**src/sprx_pkg.sv**
```systemverilog
package sprx_pkg;

  // Register offsets (byte addresses on the plain register port)
  localparam logic [7:0] OFS_BAUD = 8'h40;
  localparam logic [7:0] OFS_CTRL = 8'h43;
  localparam logic [7:0] OFS_STAT_MAIN = 8'h44;
  localparam logic [7:0] OFS_STAT_AUX = 8'h45;
  localparam logic [7:0] OFS_CTRL2 = 8'h46;
  localparam logic [7:0] OFS_DATA = 8'h47;
  localparam logic [7:0] OFS_INT_STAT = 8'h48;
  localparam logic [7:0] OFS_INT_MASK = 8'h49;
  localparam logic [7:0] OFS_DATA_HI = 8'h4A;

  // Reset values
  localparam logic [7:0] BAUD_RST = 8'h04;
  localparam logic [7:0] AUX_RST = 8'h00;

  // Control register fields
  localparam int CTRL_NINE_BIT = 4;
  localparam int CTRL_PAR_EN = 1;
  localparam int CTRL_PAR_ODD = 0;
  localparam int CTRL2_RX_EN = 2;
  localparam int CTRL2_STANDBY = 1;

  // Auxiliary status fields
  localparam int AUX_BRK_FLAG = 7;
  localparam int AUX_EDGE_FLAG = 6;
  localparam int AUX_UNUSED = 5;
  localparam int AUX_RX_INV = 4;
  localparam int AUX_IDLE_WAKE = 3;
  localparam int AUX_LONG_BRK = 2;
  localparam int AUX_BRK_EN = 1;
  localparam int AUX_RX_ACTIVE = 0;

  // Interrupt status / mask fields
  localparam int INT_W = 5;
  localparam int INT_FULL = 0;
  localparam int INT_ERR = 1;
  localparam int INT_BRK = 2;
  localparam int INT_EDGE = 3;
  localparam int INT_IDLE = 4;

  // Sub-slot indices of the sixteen-times sample clock (RT1 is index 0)
  localparam logic [3:0] RT_START_A = 4'h2;
  localparam logic [3:0] RT_START_B = 4'h4;
  localparam logic [3:0] RT_START_C = 4'h6;
  localparam logic [3:0] RT_VOTE_A = 4'h7;
  localparam logic [3:0] RT_VOTE_B = 4'h8;
  localparam logic [3:0] RT_DECIDE = 4'h9;
  localparam logic [3:0] RT_LAST = 4'hF;
  localparam logic [3:0] RT_AFTER_EDGE = 4'h1;
  localparam logic [1:0] ONES_NEEDED = 2'h3;

  // Data bit counts and idle character length in sample ticks
  localparam logic [3:0] LAST_BIT_8 = 4'h7;
  localparam logic [3:0] LAST_BIT_9 = 4'h8;
  localparam logic [7:0] IDLE_TICKS_8 = 8'hA0;
  localparam logic [7:0] IDLE_TICKS_9 = 8'hB0;

  // Transmitted break lengths in bit times
  localparam logic [3:0] BRK_SHORT = 4'hA;
  localparam logic [3:0] BRK_SHORT_9 = 4'hB;
  localparam logic [3:0] BRK_LONG = 4'hD;
  localparam logic [3:0] BRK_LONG_9 = 4'hE;

  // Main status flags, laid out as the main status register bits [5:0]
  typedef struct packed {
    logic full;
    logic idle;
    logic overrun;
    logic noise;
    logic frame;
    logic parity;
  } sprx_flags_t;

  typedef enum logic [2:0] {
    ST_IDLE,
    ST_START,
    ST_DATA,
    ST_STOP,
    ST_BRKX,
    ST_WAITHI
  } sprx_state_t;

endpackage : sprx_pkg

```
**src/sprx_receiver.sv**
```systemverilog
// Function
// Framing error flag sets with receive-full when stop bit samples zero.
// Framing error clears by status read with flag set, then data read.
// Parity error sets with receive-full when enabled parity bit mismatches.
// Parity error clears by status read followed by data read.
// Break flag sets on break character when enabled; write one clears.
// Edge flag sets on active receive edge; write one clears it.
// Receive inversion inverts the line for every receiver purpose.
// In standby, idle sets idle flag only when idle-wake-detect is one.
// Break length 10/11 bits normally, 13/14 bits with long-break select.
// Long-break select never changes framing error detection.
// Break detect enable lengthens detection, blocks framing and full flags.
// Completed character moves to empty data register, sets receive-full.
// Character completing while full sets overrun and is discarded.
// Software reads data within one character time to avoid overrun.
// Receive-full clears by status access then data read, no write.
// No transfer into data register while framing error stays set.
// Standby inhibits receiver flags except idle with idle-wake-detect; the code still sets the edge flag in standby.
// Each bit is majority of sixteen-times samples at slots 8, 9, 10; the code votes the start bit at slots 3, 5, 7.
// Auxiliary status bit five reads zero; writes to it ignored.
//
// Decided for this implementation: the address-and-strobe port.
`timescale 1ns/10ps
`default_nettype none

module sprx_receiver (
  input wire logic i_clk,
  input wire logic i_arst_n,
  input wire logic i_rx,
  input wire logic [7:0] i_addr,
  input wire logic [7:0] i_wdata,
  input wire logic i_wr,
  input wire logic i_rd,
  output logic [7:0] o_rdata,
  output logic o_irq,
  output logic [3:0] o_tx_break_bits
);

  // Two-out-of-three vote
  function automatic logic sprx_maj(input logic a, input logic b, input logic c);
    sprx_maj = (a & b) | (a & c) | (b & c);
  endfunction : sprx_maj

  // Register address match, shared by read and write decode
  function automatic logic sprx_hit(input logic [7:0] a, input logic [7:0] ofs);
    sprx_hit = (a == ofs);
  endfunction : sprx_hit

  // Break length in bit times for the transmitter side
  function automatic logic [3:0] sprx_brk_len(input logic long_sel, input logic nine);
    if (long_sel) begin
      sprx_brk_len = nine ? sprx_pkg::BRK_LONG_9 : sprx_pkg::BRK_LONG;
    end else begin
      sprx_brk_len = nine ? sprx_pkg::BRK_SHORT_9 : sprx_pkg::BRK_SHORT;
    end
  endfunction : sprx_brk_len

  // Software-visible state
  logic [7:0] baud_q;
  logic [7:0] ctrl_q;
  logic [7:0] aux_q;
  logic rx_en_q;
  logic standby_q;
  logic [8:0] data_q;
  logic [sprx_pkg::INT_W-1:0] int_stat_q;
  logic [sprx_pkg::INT_W-1:0] int_mask_q;
  sprx_pkg::sprx_flags_t flag_q;
  sprx_pkg::sprx_flags_t arm_q;
  logic [7:0] rdata_q;

  // Receiver state
  logic rx_meta_q;
  logic rx_sync_q;
  logic rx_prev_q;
  logic [7:0] div_q;
  sprx_pkg::sprx_state_t st_q;
  sprx_pkg::sprx_state_t st_d;
  logic [3:0] rt_q;
  logic [3:0] rt_d;
  logic [3:0] bit_q;
  logic [3:0] bit_d;
  logic [1:0] vote_q;
  logic [1:0] vote_d;
  logic [8:0] shift_q;
  logic [8:0] shift_d;
  logic noise_q;
  logic noise_d;
  logic [1:0] ones_q;
  logic [1:0] ones_d;
  logic [7:0] idle_cnt_q;
  logic idle_arm_q;

  // Control field views
  wire nine_bit = ctrl_q[sprx_pkg::CTRL_NINE_BIT];
  wire par_en = ctrl_q[sprx_pkg::CTRL_PAR_EN];
  wire par_odd = ctrl_q[sprx_pkg::CTRL_PAR_ODD];
  wire rx_inv = aux_q[sprx_pkg::AUX_RX_INV];
  wire idle_wake = aux_q[sprx_pkg::AUX_IDLE_WAKE];
  wire long_brk = aux_q[sprx_pkg::AUX_LONG_BRK];
  wire brk_en = aux_q[sprx_pkg::AUX_BRK_EN];

  // Bus decode
  wire wr_baud = i_wr & sprx_hit(i_addr, sprx_pkg::OFS_BAUD);
  wire wr_ctrl = i_wr & sprx_hit(i_addr, sprx_pkg::OFS_CTRL);
  wire wr_aux = i_wr & sprx_hit(i_addr, sprx_pkg::OFS_STAT_AUX);
  wire wr_ctrl2 = i_wr & sprx_hit(i_addr, sprx_pkg::OFS_CTRL2);
  wire wr_int_stat = i_wr & sprx_hit(i_addr, sprx_pkg::OFS_INT_STAT);
  wire wr_int_mask = i_wr & sprx_hit(i_addr, sprx_pkg::OFS_INT_MASK);
  wire rd_status = i_rd & sprx_hit(i_addr, sprx_pkg::OFS_STAT_MAIN);
  wire rd_data = i_rd & sprx_hit(i_addr, sprx_pkg::OFS_DATA);

  // Line after inversion; only the second synchroniser stage is read
  wire rx_bit = rx_sync_q ^ rx_inv;
  wire edge_ev = rx_prev_q & ~rx_bit;
  wire tick = (div_q >= baud_q); // Lowering the divisor must not stall ticks for a full wrap
  wire rx_active = (st_q != sprx_pkg::ST_IDLE);

  // Vote taken at the deciding sub-slot
  wire bit_val = sprx_maj(vote_q[0], vote_q[1], rx_bit);
  wire bit_noisy = ~((vote_q[0] == vote_q[1]) & (vote_q[1] == rx_bit));
  wire at_decide = tick & (rt_q == sprx_pkg::RT_DECIDE);
  wire [3:0] last_bit = nine_bit ? sprx_pkg::LAST_BIT_9 : sprx_pkg::LAST_BIT_8;
  wire [7:0] idle_ticks = nine_bit ? sprx_pkg::IDLE_TICKS_9 : sprx_pkg::IDLE_TICKS_8;

  // Character completion at mid stop bit
  wire frame_done = (st_q == sprx_pkg::ST_STOP) & at_decide;
  wire [8:0] rx_char = nine_bit ? shift_q : {1'b0, shift_q[8:1]};
  wire char_zero = (rx_char == 9'h000) & ~bit_val;
  wire stop_bad = ~bit_val;
  wire par_bad = par_en & ((^rx_char) != par_odd);
  // Break detect and standby both keep the character out of the data path
  wire deliver = frame_done & ~brk_en & ~standby_q;
  wire xfer = deliver & ~flag_q.full & ~flag_q.frame;
  wire ovr_ev = deliver & flag_q.full;
  wire brk_ev = (st_q == sprx_pkg::ST_BRKX) & at_decide & ~bit_val & brk_en & ~standby_q;

  // Idle line: one full character time of the idle level
  wire idle_full = tick & rx_bit & (st_q == sprx_pkg::ST_IDLE) & (idle_cnt_q == idle_ticks);
  wire idle_ev = idle_full & idle_arm_q & (~standby_q | idle_wake);

  // Flag set and clear vectors
  wire [5:0] flag_set = {xfer, idle_ev, ovr_ev, xfer & noise_d, xfer & stop_bad, xfer & par_bad};
  wire [5:0] flag_clr = rd_data ? arm_q : 6'h00;
  wire [sprx_pkg::INT_W-1:0] int_ev = {idle_ev, edge_ev, brk_ev, |flag_set[3:0], xfer};

  // Aux register next value: flags W1C with set winning, bit five stays zero
  wire [7:0] aux_wr = {aux_q[7:6] & ~i_wdata[7:6], 1'b0, i_wdata[4:1], 1'b0};
  wire [7:0] aux_base = wr_aux ? aux_wr : aux_q;
  wire [7:0] aux_d = aux_base | {brk_ev, edge_ev, 6'h00};

  // Read mux
  wire [7:0] aux_view = {aux_q[7:6], 1'b0, aux_q[4:1], rx_active};
  wire [7:0] rd_mux =
    sprx_hit(i_addr, sprx_pkg::OFS_BAUD) ? baud_q :
    sprx_hit(i_addr, sprx_pkg::OFS_CTRL) ? ctrl_q :
    sprx_hit(i_addr, sprx_pkg::OFS_STAT_MAIN) ? {2'b00, flag_q} :
    sprx_hit(i_addr, sprx_pkg::OFS_STAT_AUX) ? aux_view :
    sprx_hit(i_addr, sprx_pkg::OFS_CTRL2) ? {5'h00, rx_en_q, standby_q, 1'b0} :
    sprx_hit(i_addr, sprx_pkg::OFS_DATA) ? data_q[7:0] :
    sprx_hit(i_addr, sprx_pkg::OFS_DATA_HI) ? {7'h00, data_q[8]} :
    sprx_hit(i_addr, sprx_pkg::OFS_INT_STAT) ? {3'h0, int_stat_q} :
    sprx_hit(i_addr, sprx_pkg::OFS_INT_MASK) ? {3'h0, int_mask_q} :
    8'h00;

  assign o_rdata = rdata_q;
  assign o_irq = |(int_stat_q & int_mask_q);
  assign o_tx_break_bits = sprx_brk_len(long_brk, nine_bit);

  // Receive sequencer: start search, start check, data, stop, long break
  always_comb begin
    st_d = st_q;
    rt_d = tick ? rt_q + 4'h1 : rt_q;
    bit_d = bit_q;
    vote_d = vote_q;
    shift_d = shift_q;
    noise_d = noise_q;
    ones_d = ones_q;
    if (tick & ((rt_q == sprx_pkg::RT_VOTE_A) | (rt_q == sprx_pkg::RT_START_A))) begin
      vote_d[0] = rx_bit;
    end
    if (tick & ((rt_q == sprx_pkg::RT_VOTE_B) | (rt_q == sprx_pkg::RT_START_B))) begin
      vote_d[1] = rx_bit;
    end
    if (at_decide & (st_q != sprx_pkg::ST_START)) begin
      noise_d = noise_q | bit_noisy;
    end
    unique case (st_q)
      sprx_pkg::ST_IDLE: begin
        if (tick) begin
          if (rx_bit) begin
            ones_d = (ones_q == sprx_pkg::ONES_NEEDED) ? ones_q : ones_q + 2'h1;
          end else begin
            ones_d = 2'h0;
            if (ones_q == sprx_pkg::ONES_NEEDED) begin
              st_d = sprx_pkg::ST_START;
              rt_d = sprx_pkg::RT_AFTER_EDGE;
              noise_d = 1'b0;
              shift_d = 9'h000;
            end
          end
        end
      end
      sprx_pkg::ST_START: begin
        if (tick & (rt_q == sprx_pkg::RT_START_C)) begin
          if (sprx_maj(vote_q[0], vote_q[1], rx_bit)) begin
            st_d = sprx_pkg::ST_IDLE;
          end else begin
            noise_d = bit_noisy;
          end
        end else if (tick & (rt_q == sprx_pkg::RT_LAST)) begin
          st_d = sprx_pkg::ST_DATA;
          bit_d = 4'h0;
        end
      end
      sprx_pkg::ST_DATA: begin
        if (at_decide) begin
          shift_d = {bit_val, shift_q[8:1]};
        end
        if (tick & (rt_q == sprx_pkg::RT_LAST)) begin
          if (bit_q == last_bit) begin
            st_d = sprx_pkg::ST_STOP;
          end else begin
            bit_d = bit_q + 4'h1;
          end
        end
      end
      sprx_pkg::ST_STOP: begin
        if (at_decide) begin
          if (char_zero & brk_en) begin
            st_d = sprx_pkg::ST_BRKX;
          end else if (char_zero) begin
            st_d = sprx_pkg::ST_WAITHI;
          end else begin
            // Refill the edge search so a following start is caught at once
            st_d = sprx_pkg::ST_IDLE;
            ones_d = sprx_pkg::ONES_NEEDED;
          end
        end
      end
      sprx_pkg::ST_BRKX: begin
        if (at_decide) begin
          st_d = bit_val ? sprx_pkg::ST_IDLE : sprx_pkg::ST_WAITHI;
          ones_d = 2'h0;
        end
      end
      sprx_pkg::ST_WAITHI: begin
        if (tick & rx_bit) begin
          st_d = sprx_pkg::ST_IDLE;
          ones_d = 2'h1;
        end
      end
    endcase
    // A disabled receiver drops any frame in progress
    if (~rx_en_q) begin
      st_d = sprx_pkg::ST_IDLE;
      ones_d = 2'h0;
    end
  end

  // Line synchroniser and edge history
  always_ff @(posedge i_clk or negedge i_arst_n) begin
    if (!i_arst_n) begin
      rx_meta_q <= 1'b1;
      rx_sync_q <= 1'b1;
      rx_prev_q <= 1'b0;
    end else begin
      rx_meta_q <= i_rx;
      rx_sync_q <= rx_meta_q;
      rx_prev_q <= rx_bit;
    end
  end

  // Sixteen-times sample clock divider
  always_ff @(posedge i_clk or negedge i_arst_n) begin
    if (!i_arst_n) begin
      div_q <= 8'h00;
    end else begin
      div_q <= tick ? 8'h00 : div_q + 8'h01;
    end
  end

  // Sequencer registers
  always_ff @(posedge i_clk or negedge i_arst_n) begin
    if (!i_arst_n) begin
      st_q <= sprx_pkg::ST_IDLE;
      rt_q <= 4'h0;
      bit_q <= 4'h0;
      vote_q <= 2'h0;
      shift_q <= 9'h000;
      noise_q <= 1'b0;
      ones_q <= 2'h0;
    end else begin
      st_q <= st_d;
      rt_q <= rt_d;
      bit_q <= bit_d;
      vote_q <= vote_d;
      shift_q <= shift_d;
      noise_q <= noise_d;
      ones_q <= ones_d;
    end
  end

  // Idle counter; armed by each completed frame so one idle flag per gap
  always_ff @(posedge i_clk or negedge i_arst_n) begin
    if (!i_arst_n) begin
      idle_cnt_q <= 8'h00;
      idle_arm_q <= 1'b0;
    end else begin
      if (tick) begin
        idle_cnt_q <= (rx_bit & ~rx_active & ~idle_full) ? idle_cnt_q + 8'h01 : 8'h00;
      end
      if (frame_done) begin
        idle_arm_q <= 1'b1;
      end else if (idle_full) begin
        idle_arm_q <= 1'b0;
      end
    end
  end

  // Received character holding register
  always_ff @(posedge i_clk or negedge i_arst_n) begin
    if (!i_arst_n) begin
      data_q <= 9'h000;
    end else if (xfer) begin
      data_q <= rx_char;
    end
  end

  // Main flags: status read arms, data read clears armed flags, set wins
  always_ff @(posedge i_clk or negedge i_arst_n) begin
    if (!i_arst_n) begin
      flag_q <= '0;
      arm_q <= '0;
    end else begin
      flag_q <= sprx_pkg::sprx_flags_t'(flag_set | (flag_q & ~flag_clr));
      arm_q <= rd_status ? flag_q : (rd_data ? '0 : arm_q);
    end
  end

  // Control registers; standby wakes on a full idle character
  always_ff @(posedge i_clk or negedge i_arst_n) begin
    if (!i_arst_n) begin
      baud_q <= sprx_pkg::BAUD_RST;
      ctrl_q <= 8'h00;
      aux_q <= sprx_pkg::AUX_RST;
      rx_en_q <= 1'b0;
      standby_q <= 1'b0;
    end else begin
      baud_q <= wr_baud ? i_wdata : baud_q;
      ctrl_q <= wr_ctrl ? i_wdata : ctrl_q;
      aux_q <= aux_d;
      rx_en_q <= wr_ctrl2 ? i_wdata[sprx_pkg::CTRL2_RX_EN] : rx_en_q;
      if (wr_ctrl2) begin
        standby_q <= i_wdata[sprx_pkg::CTRL2_STANDBY];
      end else if (idle_full) begin
        standby_q <= 1'b0;
      end
    end
  end

  // Interrupt status (W1C, set wins), mask, and registered read data
  always_ff @(posedge i_clk or negedge i_arst_n) begin
    if (!i_arst_n) begin
      int_stat_q <= '0;
      int_mask_q <= '0;
      rdata_q <= 8'h00;
    end else begin
      int_stat_q <= int_ev | (int_stat_q & ~(wr_int_stat ? i_wdata[sprx_pkg::INT_W-1:0] : '0));
      int_mask_q <= wr_int_mask ? i_wdata[sprx_pkg::INT_W-1:0] : int_mask_q;
      rdata_q <= i_rd ? rd_mux : 8'h00;
    end
  end

endmodule : sprx_receiver

`default_nettype wire

```
**config.mk**
```make
export PLATFORM = sky130hd
export DESIGN_NAME = sprx_receiver
export DESIGN_NICKNAME = d
export VERILOG_FILES = /design/src/sprx_pkg.sv /design/src/sprx_receiver.sv
export SDC_FILE = /design/constraint.sdc
export NUM_CORES = 1
export LEC_CHECK = 0
export ABC_AREA = 1
export BUFFER_PORTS_ARGS = -buffer_cell sky130_fd_sc_hd__buf_2
export CAP_MARGIN = 20
export CORE_MARGIN = 2
export CORE_UTILIZATION = 50
export DETAILED_ROUTE_END_ITERATION = 7
export GPL_TIMING_DRIVEN = 1
export PLACE_DENSITY = 0.79
export SYNTH_ARGS = -nofsm -noshare
export SYNTH_HDL_FRONTEND = slang
export SYNTH_SLANG_ARGS = --single-unit
```
**constraint.sdc**
```tcl
create_clock -name i_clk -period 2.7 [get_ports i_clk]
set_input_delay 0.54 -clock i_clk [delete_from_list [all_inputs] [get_ports i_clk]]
set_output_delay 0.54 -clock i_clk [all_outputs]
set_load 0.02 [all_outputs]
```
==> impl_metrics.ini, run 1 <==
[run_status]
status = finished with violations
violations = DRC

[pwr]
power.density_mw_per_mm2 = 592
p_seq_share_pct = 47.8
p_int_uw = 2630
cellLeakagePower_uw = 0.00311
p_clk_share_pct = 32.6
vdd_drop_max_uv = 490
netSwitchingFraction_pct = 31.8
p_comb_share_pct = 19.6
p_sw_uw = 1230

[logic_synthesis]
synth.distinct_cells = 44
synth_compound_area_share_pct = 13.4
avgSynthCellArea_um2 = 7.76
synth_common_cells = 202 x nand2_1, 109 x inv_1, 105 x dfrtp_1
synth_ff_type = dfrtp_1
ys_seq_elements = 108
synth_edf_count = 0
syn_inst = 765
yosys.area_share.simple_pct = 25.1
synth-xor-area-share_pct = 1.62
synth_top_area_share_pct = 44.3
yosys.cell_count.top_type = nand2_1
synth-async-reset-ratio_pct = 100
netlist_top_cells_area = dfrtp_1 44%, nand2_1 13%, inv_1 6.9%
synth_top_family_by_area = simple AND/OR/NAND/NOR gates
yosys.area.top_type = dfrtp_1
synth_mux_area_share_pct = 0
syn_area_mm2 = 0.00594
syn_nets = 810
yosysSeqAreaShare_pct = 45.6
yosys_warnings = 0
synthAdderAreaFrac_pct = 5.06

[worst_setup_path]
worst-path-stages = 13
arrival_ns = 2.58
critPathBufInv = 2
r2r-start = baud_q[2]
cp_max_fo = 20
path_cells = inv_1 > ha_1 > nand2_1 > inv_1 > nand2_1 > nand2_1 > nand2_1 > nand3_4 > nand2_1 > o21ai_1 > nand3_1 > nand2_1 > o21ai_1
setup.worst_path.start = baud_q[2]
rr_worst_depth = 13
cp-start-kind = flip-flop
crit_type = flip-flop to flip-flop
cpLargestDelayFamily = simple AND/OR/NAND/NOR gates
cp_slowest_stage_delay_ns = 0.54
cp_slowest_cell = dfstp_2
crit_top_cell = nand2_1
cp.required_ns = 2.93
cp-end-kind = flip-flop

[route]
routedWlPerCell_um = 14.7
ant_nets = 0
vias = 5056
drtIter0Drc = 432
first_pass_iters = 7
routed_via_density = 5.34
drc_errors = 5
wl_um = 13900

[cts]
cts_resized = 0
insertion_delay_ns = 0.36
clockBufferDepth = 2
cts_hold_buf = 0
root_buffer = clkbuf_16
h-tree-depth = 3
numCtsBuffers = 9
cts_tree = yes
cts_sinks = 108
clkSlewWorstSetupHoldPaths_ns = 0.08
post_cts.repair.setup_buffers = 0

[floorplan]
rows = 39
start_util_pct = 51.6
die_x_um = 113
coreArea_mm2 = 0.0115
ios = 34
die-height_um = 113
die-area_mm2 = 0.0128

[place]
gp_congestion = 0.957
port-buffer-count = 32
dpl.hpwl_um = 10600
pre_cts_slack_ns = 0.332

[global_routing]
grt_first_pass_wirelength_um = 23600
antenna_found_initial = 0
grt_pass1_vias = 4816
grt_max_degree = 46
overflow = 0
grt_usage_pct = 23.3

[sta]
slew_violations = 0
finalClockSkew_ns = 0.0110
whs_ns = 0.165
max_freq_mhz = 426
min_period_over_period_pct = 86.9
hold_viol = 0
setup_tns_ns = 0
layout_min_cycle_time_ns = 2.35
max_slew.worst_pin.slew_ns = 0.589
rsz0062_at_grt = no
relSlewSlack_pct = 60.6
worst_slack_ns = 0.354
setup_violations = 0

[run]
drv_cap = 0

[worst_hold_path]
hold_class = primary input to async pin

[final_layout]
syn2layout_area_growth_pct = 9.88
n_antenna_cell = 0
nNetsFinal = 844
drive_above_1_share_pct = 12.1
[registers in the layout (all words and copies together), names as in the netlist, 4 cells and up, named ones only]
name        flops
flag_q          6
data_q          9
baud_q          8
bit_q           4
ctrl_q          8
aux_q           6
o_rdata         8
div_q           8
shift_q         9
int_mask_q      5
arm_q           6
idle_cnt_q      8
int_stat_q      5
[cells by family (layout without fill, tap and decap cells)]
kind of cell    count (synthesis)  count (layout)
fa+ha+maj                      24              24
compound gates                144             144
flops                         108             108
simple gates                  341             341
buf+inv                       136             175
xor+xnor                       11              11
other cells                     1               1
[per-stage QoR]
step	total power [µW]	instance area [µm²]	util, %	instances
after floorplan	2400	5940	-	765
after global placement	2600	6240	54.2	931
after detailed placement	2630	6240	54.2	931
after CTS	3890	6520	56.6	947
after global routing	4080	6520	56.6	947
final	3860	6520	56.6	947
[worst paths after layout]
| check | endpoint | slack, ns |
|---|---|---|
| max in group asynchronous | baud_q[7] | 1.84 |
| hold / removal | flag_q[1] | 0.17 |
| hold reg to reg | rx_sync_q | 0.36 |
| min in group i_clk | rx_meta_q | 0.28 |
| setup reg to reg | shift_q[0] | 0.35 |
| setup / recovery | shift_q[0] | 0.35 |
[per-layer routing]
layer / vias to the layer above / track usage (%) / share of wire [%]
li1: 2528 / - / -
met1: 2335 / 32.9 / 45
met2: 162 / 35.5 / 45
met3: 31 / 4.98 / 6.9
met4: 0 / 9.11 / 2.6
met5: - / 0 / 0
[worst reg2reg max path, cell delays in order, from the launching register on]
cell and delay [ns]:
dfstp_2 0.54, inv_1 0.06, ha_1 0.27, nand2_1 0.04, inv_1 0.07, nand2_1 0.05
nand2_1 0.05, nand2_1 0.09, nand3_4 0.21, nand2_1 0.17, o21ai_1 0.11, nand3_1 0.30
nand2_1 0.16, o21ai_1 0.09
[cell usage in the layout (no fill, tap or decap), drive strengths merged, types with 2 or more instances in the layout]
cell type  count
xnor2          2
a31oi          2
xor2           9
nor3          11
o22ai          5
nor2          61
ha            24
dfrtp        105
inv          123
clkinvlp       2
a21oi         19
dfstp          3
clkinv         2
o21ai        109
nand3         41
buf           38
nand2        204
nand4         17
clkbuf        10
or2            3
a41oi          2
o211ai         2
[power by group through the flow]
stage / Clock [µW] / Combinational [µW] / Sequential, µW
floorplan: 0 / 558 / 1840
global placement: 0 / 734 / 1870
detailed placement: 0 / 751 / 1880
CTS: 1290 / 757 / 1850
global route: 1350 / 867 / 1860
finish: 1260 / 755 / 1850
[final cells by class]
| type | instances | area [µm²] |
|---|---|---|
| Fill cell | 1039 | 4990 |
| Sequential cell | 108 | 2710 |
| Tap cell | 143 | 179 |
| Multi-Input combinational cell | 521 | 2690 |
| Clock inverter | 6 | 48.8 |
| Clock buffer | 10 | 229 |
| Timing Repair Buffer | 38 | 220 |
| Inverter | 121 | 454 |
Power figures use the tool's default switching activity.
==> run 2: changes to the inputs <==
==> constraint.sdc (replaced) <==
create_clock -name i_clk -period 2.2 [get_ports i_clk]
set_input_delay 0.11 -clock i_clk [delete_from_list [all_inputs] [get_ports i_clk]]
set_output_delay 0.11 -clock i_clk [all_outputs]
set_load 0.02 [all_outputs]
==> impl_metrics.ini, run 2 (synthesized netlist as in run 1, its figures left out) <==
[worst_setup_path]
r2r-start = baud_q[2]
arrival_ns = 2.45
crit_type = flip-flop to flip-flop
r2r_end = data_q[1]
cp-end-kind = flip-flop
path_cells = inv_2 > ha_4 > nand2_2 > inv_2 > nand2_2 > nand2_2 > nand2_4 > nand3_4 > buf_6 > nand3_4 > nor2_4 > inv_4 > clkbuf_16 > nand2_2 > o21ai_2
cp.required_ns = 2.45
cp_slowest_stage_delay_ns = 0.55
crit_top_cell = nand2_2
rrSetupSlack_ns = 0.0007
cp_max_fo = 7
rr_worst_depth = 15
cp-start-kind = flip-flop
cp_slowest_cell = dfstp_2

[floorplan]
ios = 34
coreArea_mm2 = 0.0115
start_util_pct = 51.6
die_x_um = 113
die-area_mm2 = 0.0128
die-height_um = 113
rows = 39

[final_layout]
seq_area_mm2 = 0.00271
final_cell_mix = 184 x nand2_1, 107 x inv_1, 104 x dfrtp_1
drive_above_1_share_pct = 19.1
n_fill_cell = 948
nNetsFinal = 876
top_regs = data_q x9, shift_q x9
layout_commonest_cell = nand2_1
n_antenna_cell = 0
multiInputGateArea_mm2 = 0.00287
fin_cells = 979
syn2layout_area_growth_pct = 19.0

[global_routing]
grt_first_pass_wirelength_um = 23500
grt_usage_pct = 23.1
antenna_found_initial = 0
grt_pass1_vias = 4861
overflow = 0
grt_max_degree = 61

[cts]
clkSlewWorstSetupHoldPaths_ns = 0.08
h-tree-depth = 3
clockBufferDepth = 2
insertion_delay_ns = 0.36
numCtsBuffers = 9
root_buffer = clkbuf_16
cts_sinks = 108
cts_tree = yes

[sta]
finalClockSkew_ns = 0.00887
worst_slack_ns = 0.000735
slew_violations = 0
layout_min_cycle_time_ns = 2.20
rsz0062_at_grt = yes
hold_viol = 0
setup_violations = 0
min_period_over_period_pct = 100
setup_tns_ns = 0
max_freq_mhz = 455

[pwr]
vdd_drop_max_uv = 641
cellLeakagePower_uw = 0.00334
power.density_mw_per_mm2 = 721

[route]
drc_errors = 5
drtIter0Drc = 467
routedWlPerCell_um = 15.2
routed_via_density = 5.46
ant_nets = 0
vias = 5347
wl_um = 14800
first_pass_iters = 8

[worst_hold_path]
hold_class = primary input to flip-flop
min-delay-start = i_wdata[5]
min_to = ctrl_q[5]
holdPathStages = 3

[run_status]
violations = DRC
status = finished with violations

[place]
dp_cells = 945
gp_congestion = 0.961
port-buffer-count = 32
dpl.hpwl_um = 10600
pre_cts_slack_ns = 0.0231

[run]
drv_cap = 0
-- run 2: changes by cell type in the layout (fill, tap and decap cells not counted), moves of 5 or more --
cell,before,now
nand2_2,2,15
buf_4,6,28
o21ai_1,27,34
nor2_1,51,46
nand2_4,0,5
o21ai_0,73,65
nand2_1,202,184
-- run 2: worst max-delay path, delay by kind of cell (launching register included) --
family	cells	cell delay, ns
AOI/OAI and AO/OA	1	0.04
adders and majority gates	1	0.26
buffers and inverters	5	0.51
DFF	1	0.55
and+or+nand+nor	8	0.74
-- run 2: what timing repair did --
action,4_1_cts,5_1_grt
endpoints found under the hold margin,106,0
cloned,0,3
pin swaps,0,16
setup endpoints to repair,4,45
gates resized for setup,3,55
buffers inserted,0,13
hold buffers,2,0
-- run 2: metrics by stage --
stage                     power [µW]  hold slack [ns]  util (%)  instance area (µm²)
after global placement          3200          -0.0337      55.2                 6360
final                           5090         0.000114      61.3                 7060
after CTS                       4960          0.00109      58.3                 6710
after floorplan                 2950           -0.186         -                 5940
after global routing            5360           0.0354      61.3                 7060
after detailed placement        3240          -0.0350      55.2                 6360
-- run 2: worst max path at each step --
stage	from	endpoint	slack [ns]	cells after the start
finish	baud_q[2]	data_q[1]	0.0007	15
global placement	baud_q[2]	idle_cnt_q[7]	0.09	14
global route	baud_q[2]	data_q[2]	-0.08	15
CTS	baud_q[2]	idle_cnt_q[5]	-0.004	15
floorplan	ctrl_q[4]	int_stat_q[1]	0.12	11
detailed placement	baud_q[2]	idle_cnt_q[7]	0.02	14
-- run 2: routing by layer --
layer | part of all wire (%) | wire length (µm) | up-vias | GRT usage (%)
met5 | 0 | 0 | - | 0
met4 | 4.0 | 598 | 0 | 9.84
met3 | 6.9 | 1030 | 50 | 3.96
met2 | 46 | 6810 | 210 | 36.0
met1 | 43 | 6400 | 2497 | 32.0
li1 | - | - | 2590 | -
-- run 2: final cells by class --
type	count	share of cell area [%]
tap	143	2.53
inverter	121	6.46
clock buffer	10	3.38
multi-input combinational	522	40.6
timing repair buffer	69	7.53
sequential	108	38.3
clock inverter	6	1.12
-- run 2: report_power, final --
group,internal (µW),switching (µW)
Sequential,2140,121
Combinational,415,694
Clock,937,790
Total,3490,1610
==> run 3: changes to the inputs <==
BUFFER_PORTS_ARGS = not set   (was -buffer_cell sky130_fd_sc_hd__buf_2)
DONT_BUFFER_PORTS = 1   (was not set)
PLACE_DENSITY = 0.77   (was 0.79)
==> impl_metrics.ini, run 3 (synthesized netlist as in run 1, its figures left out) <==
[final_layout]
drive_above_1_share_pct = 14.4
layout_commonest_cell = nand2_1
final_util_pct = 59.0
fin_cells = 947
top_regs = data_q x9, shift_q x9
n_antenna_cell = 0
nNetsFinal = 844
final_cell_mix = 190 x nand2_1, 106 x inv_1, 104 x dfrtp_1
syn2layout_area_growth_pct = 14.4
finalInstanceArea_mm2 = 0.00679

[worst_setup_path]
cp.required_ns = 2.44
crit_type = flip-flop to flip-flop
arrival_ns = 2.40
cp-start-kind = flip-flop
cp_slowest_stage_delay_ns = 0.54
cpLargestDelayFamily = simple AND/OR/NAND/NOR gates
rrSetupSlack_ns = 0.04
rr_worst_depth = 15
cp_slowest_cell = dfstp_2
critPathBufInv = 5
path_cells = inv_2 > ha_1 > nand2_1 > inv_2 > nand2_1 > nand2_1 > nand2_2 > nand3_4 > buf_6 > nand3_4 > nor2_4 > clkinv_4 > buf_12 > nand2_1 > o21ai_2
cp-end-kind = flip-flop
crit_top_cell = nand2_1
worst-path-stages = 15
cp_max_fo = 8

[sta]
setup_tns_ns = 0
setup_violations = 0
min_period_over_period_pct = 98.0
finalClockSkew_ns = 0.0114
max_freq_mhz = 464
layout_min_cycle_time_ns = 2.16
rsz0062_at_grt = yes
slew_violations = 0
whs_ns = -0.566
hold_viol = 108
max_slew.worst_pin.slew_ns = 0.507
relSlewSlack_pct = 65.9

[floorplan]
die-height_um = 113
rows = 39
die-area_mm2 = 0.0128
ios = 34
die_x_um = 113
start_util_pct = 51.6
coreArea_mm2 = 0.0115

[global_routing]
overflow = 0
antenna_found_initial = 0
grt_pass1_vias = 4773
grt_first_pass_wirelength_um = 23000
grt_usage_pct = 22.9
grt_max_degree = 109

[place]
placed_cell_area_mm2 = 0.00616
dpl.hpwl_um = 10100
dp_cells = 909
gp_congestion = 0.941
port-buffer-count = 0

[cts]
clkSlewWorstSetupHoldPaths_ns = 0.08
numCtsBuffers = 9
insertion_delay_ns = 0.36
root_buffer = clkbuf_16
clockBufferDepth = 2
h-tree-depth = 3
cts_tree = yes
cts_sinks = 108

[run_status]
violations = DRC, hold timing
status = finished with violations

[run]
drv_cap = 0

[pwr]
vdd_drop_max_uv = 511
totalPowerFinal_uw = 4840
cellLeakagePower_uw = 0.00315
power.density_mw_per_mm2 = 713

[route]
drtIter0Drc = 484
routed_via_density = 5.39
wl_um = 14300
first_pass_iters = 8
routedWlPerCell_um = 15.1
drc_errors = 4
ant_nets = 0
vias = 5106

[worst_hold_path]
hold_class = primary input to async pin
run 3: what timing repair did:
item                                    CTS  global route
hold buffers                              6             1
gates cloned                              0             2
endpoints found under the setup margin    2            34
hold endpoints to repair                130           109
pin swaps                                 0            12
resized for setup                         2            53
buffers inserted                          0            13
run 3: area by class of cell:
type / count / area, µm²
clock buffers: 10 / 229
clock inverters: 6 / 58.8
fillers: 1014 / 4720
inverters: 121 / 459
multi-input cells: 522 / 2810
flip-flops and latches: 108 / 2710
well taps: 143 / 179
repair buffers: 37 / 347
run 3: final timing paths:
kind,startpoint,end
setup / recovery,baud_q[2],data_q[8]
hold / removal,i_arst_n,shift_q[0]
setup reg to reg,baud_q[2],data_q[8]
hold reg to reg,rx_meta_q,rx_sync_q
max in group asynchronous,i_arst_n,rx_sync_q
min in group i_clk,i_wdata[2],ctrl_q[2]
run 3: power by group:
part	leakage [µW]	switching, µW	total [µW]	internal (µW)
Combinational	0.00164	615	1010	393
Sequential	0.00138	129	2270	2140
Clock	0.000136	777	1570	791
Total	0.00315	1520	4840	3320
run 3: per-layer routing:
layer  wire, µm  part of all wire, %  track usage, %
met4        435                  3.0            8.94
met5          0                    0               0
met2       6600                   46            36.1
met3        837                  5.8            5.62
met1       6440                   45            30.6
run 3: stage by stage:
stage                     hold WS, ns  worst slack, ns
after floorplan                -0.186            0.116
after global placement         -0.180           0.0854
after detailed placement       -0.181           0.0332
after CTS                      -0.573          0.00447
after global routing           -0.582          -0.0627
final                          -0.566           0.0442
run 3: worst register-to-register path, stage by stage, from the launching register on:
cell      delay, ns
dfstp_2        0.54
inv_2          0.04
ha_1           0.26
nand2_1        0.05
inv_2          0.06
nand2_1        0.06
nand2_1        0.08
nand2_2        0.08
nand3_4        0.11
buf_6          0.13
nand3_4        0.07
nor2_4         0.17
clkinv_4       0.12
buf_12         0.15
nand2_1        0.06
o21ai_2        0.05
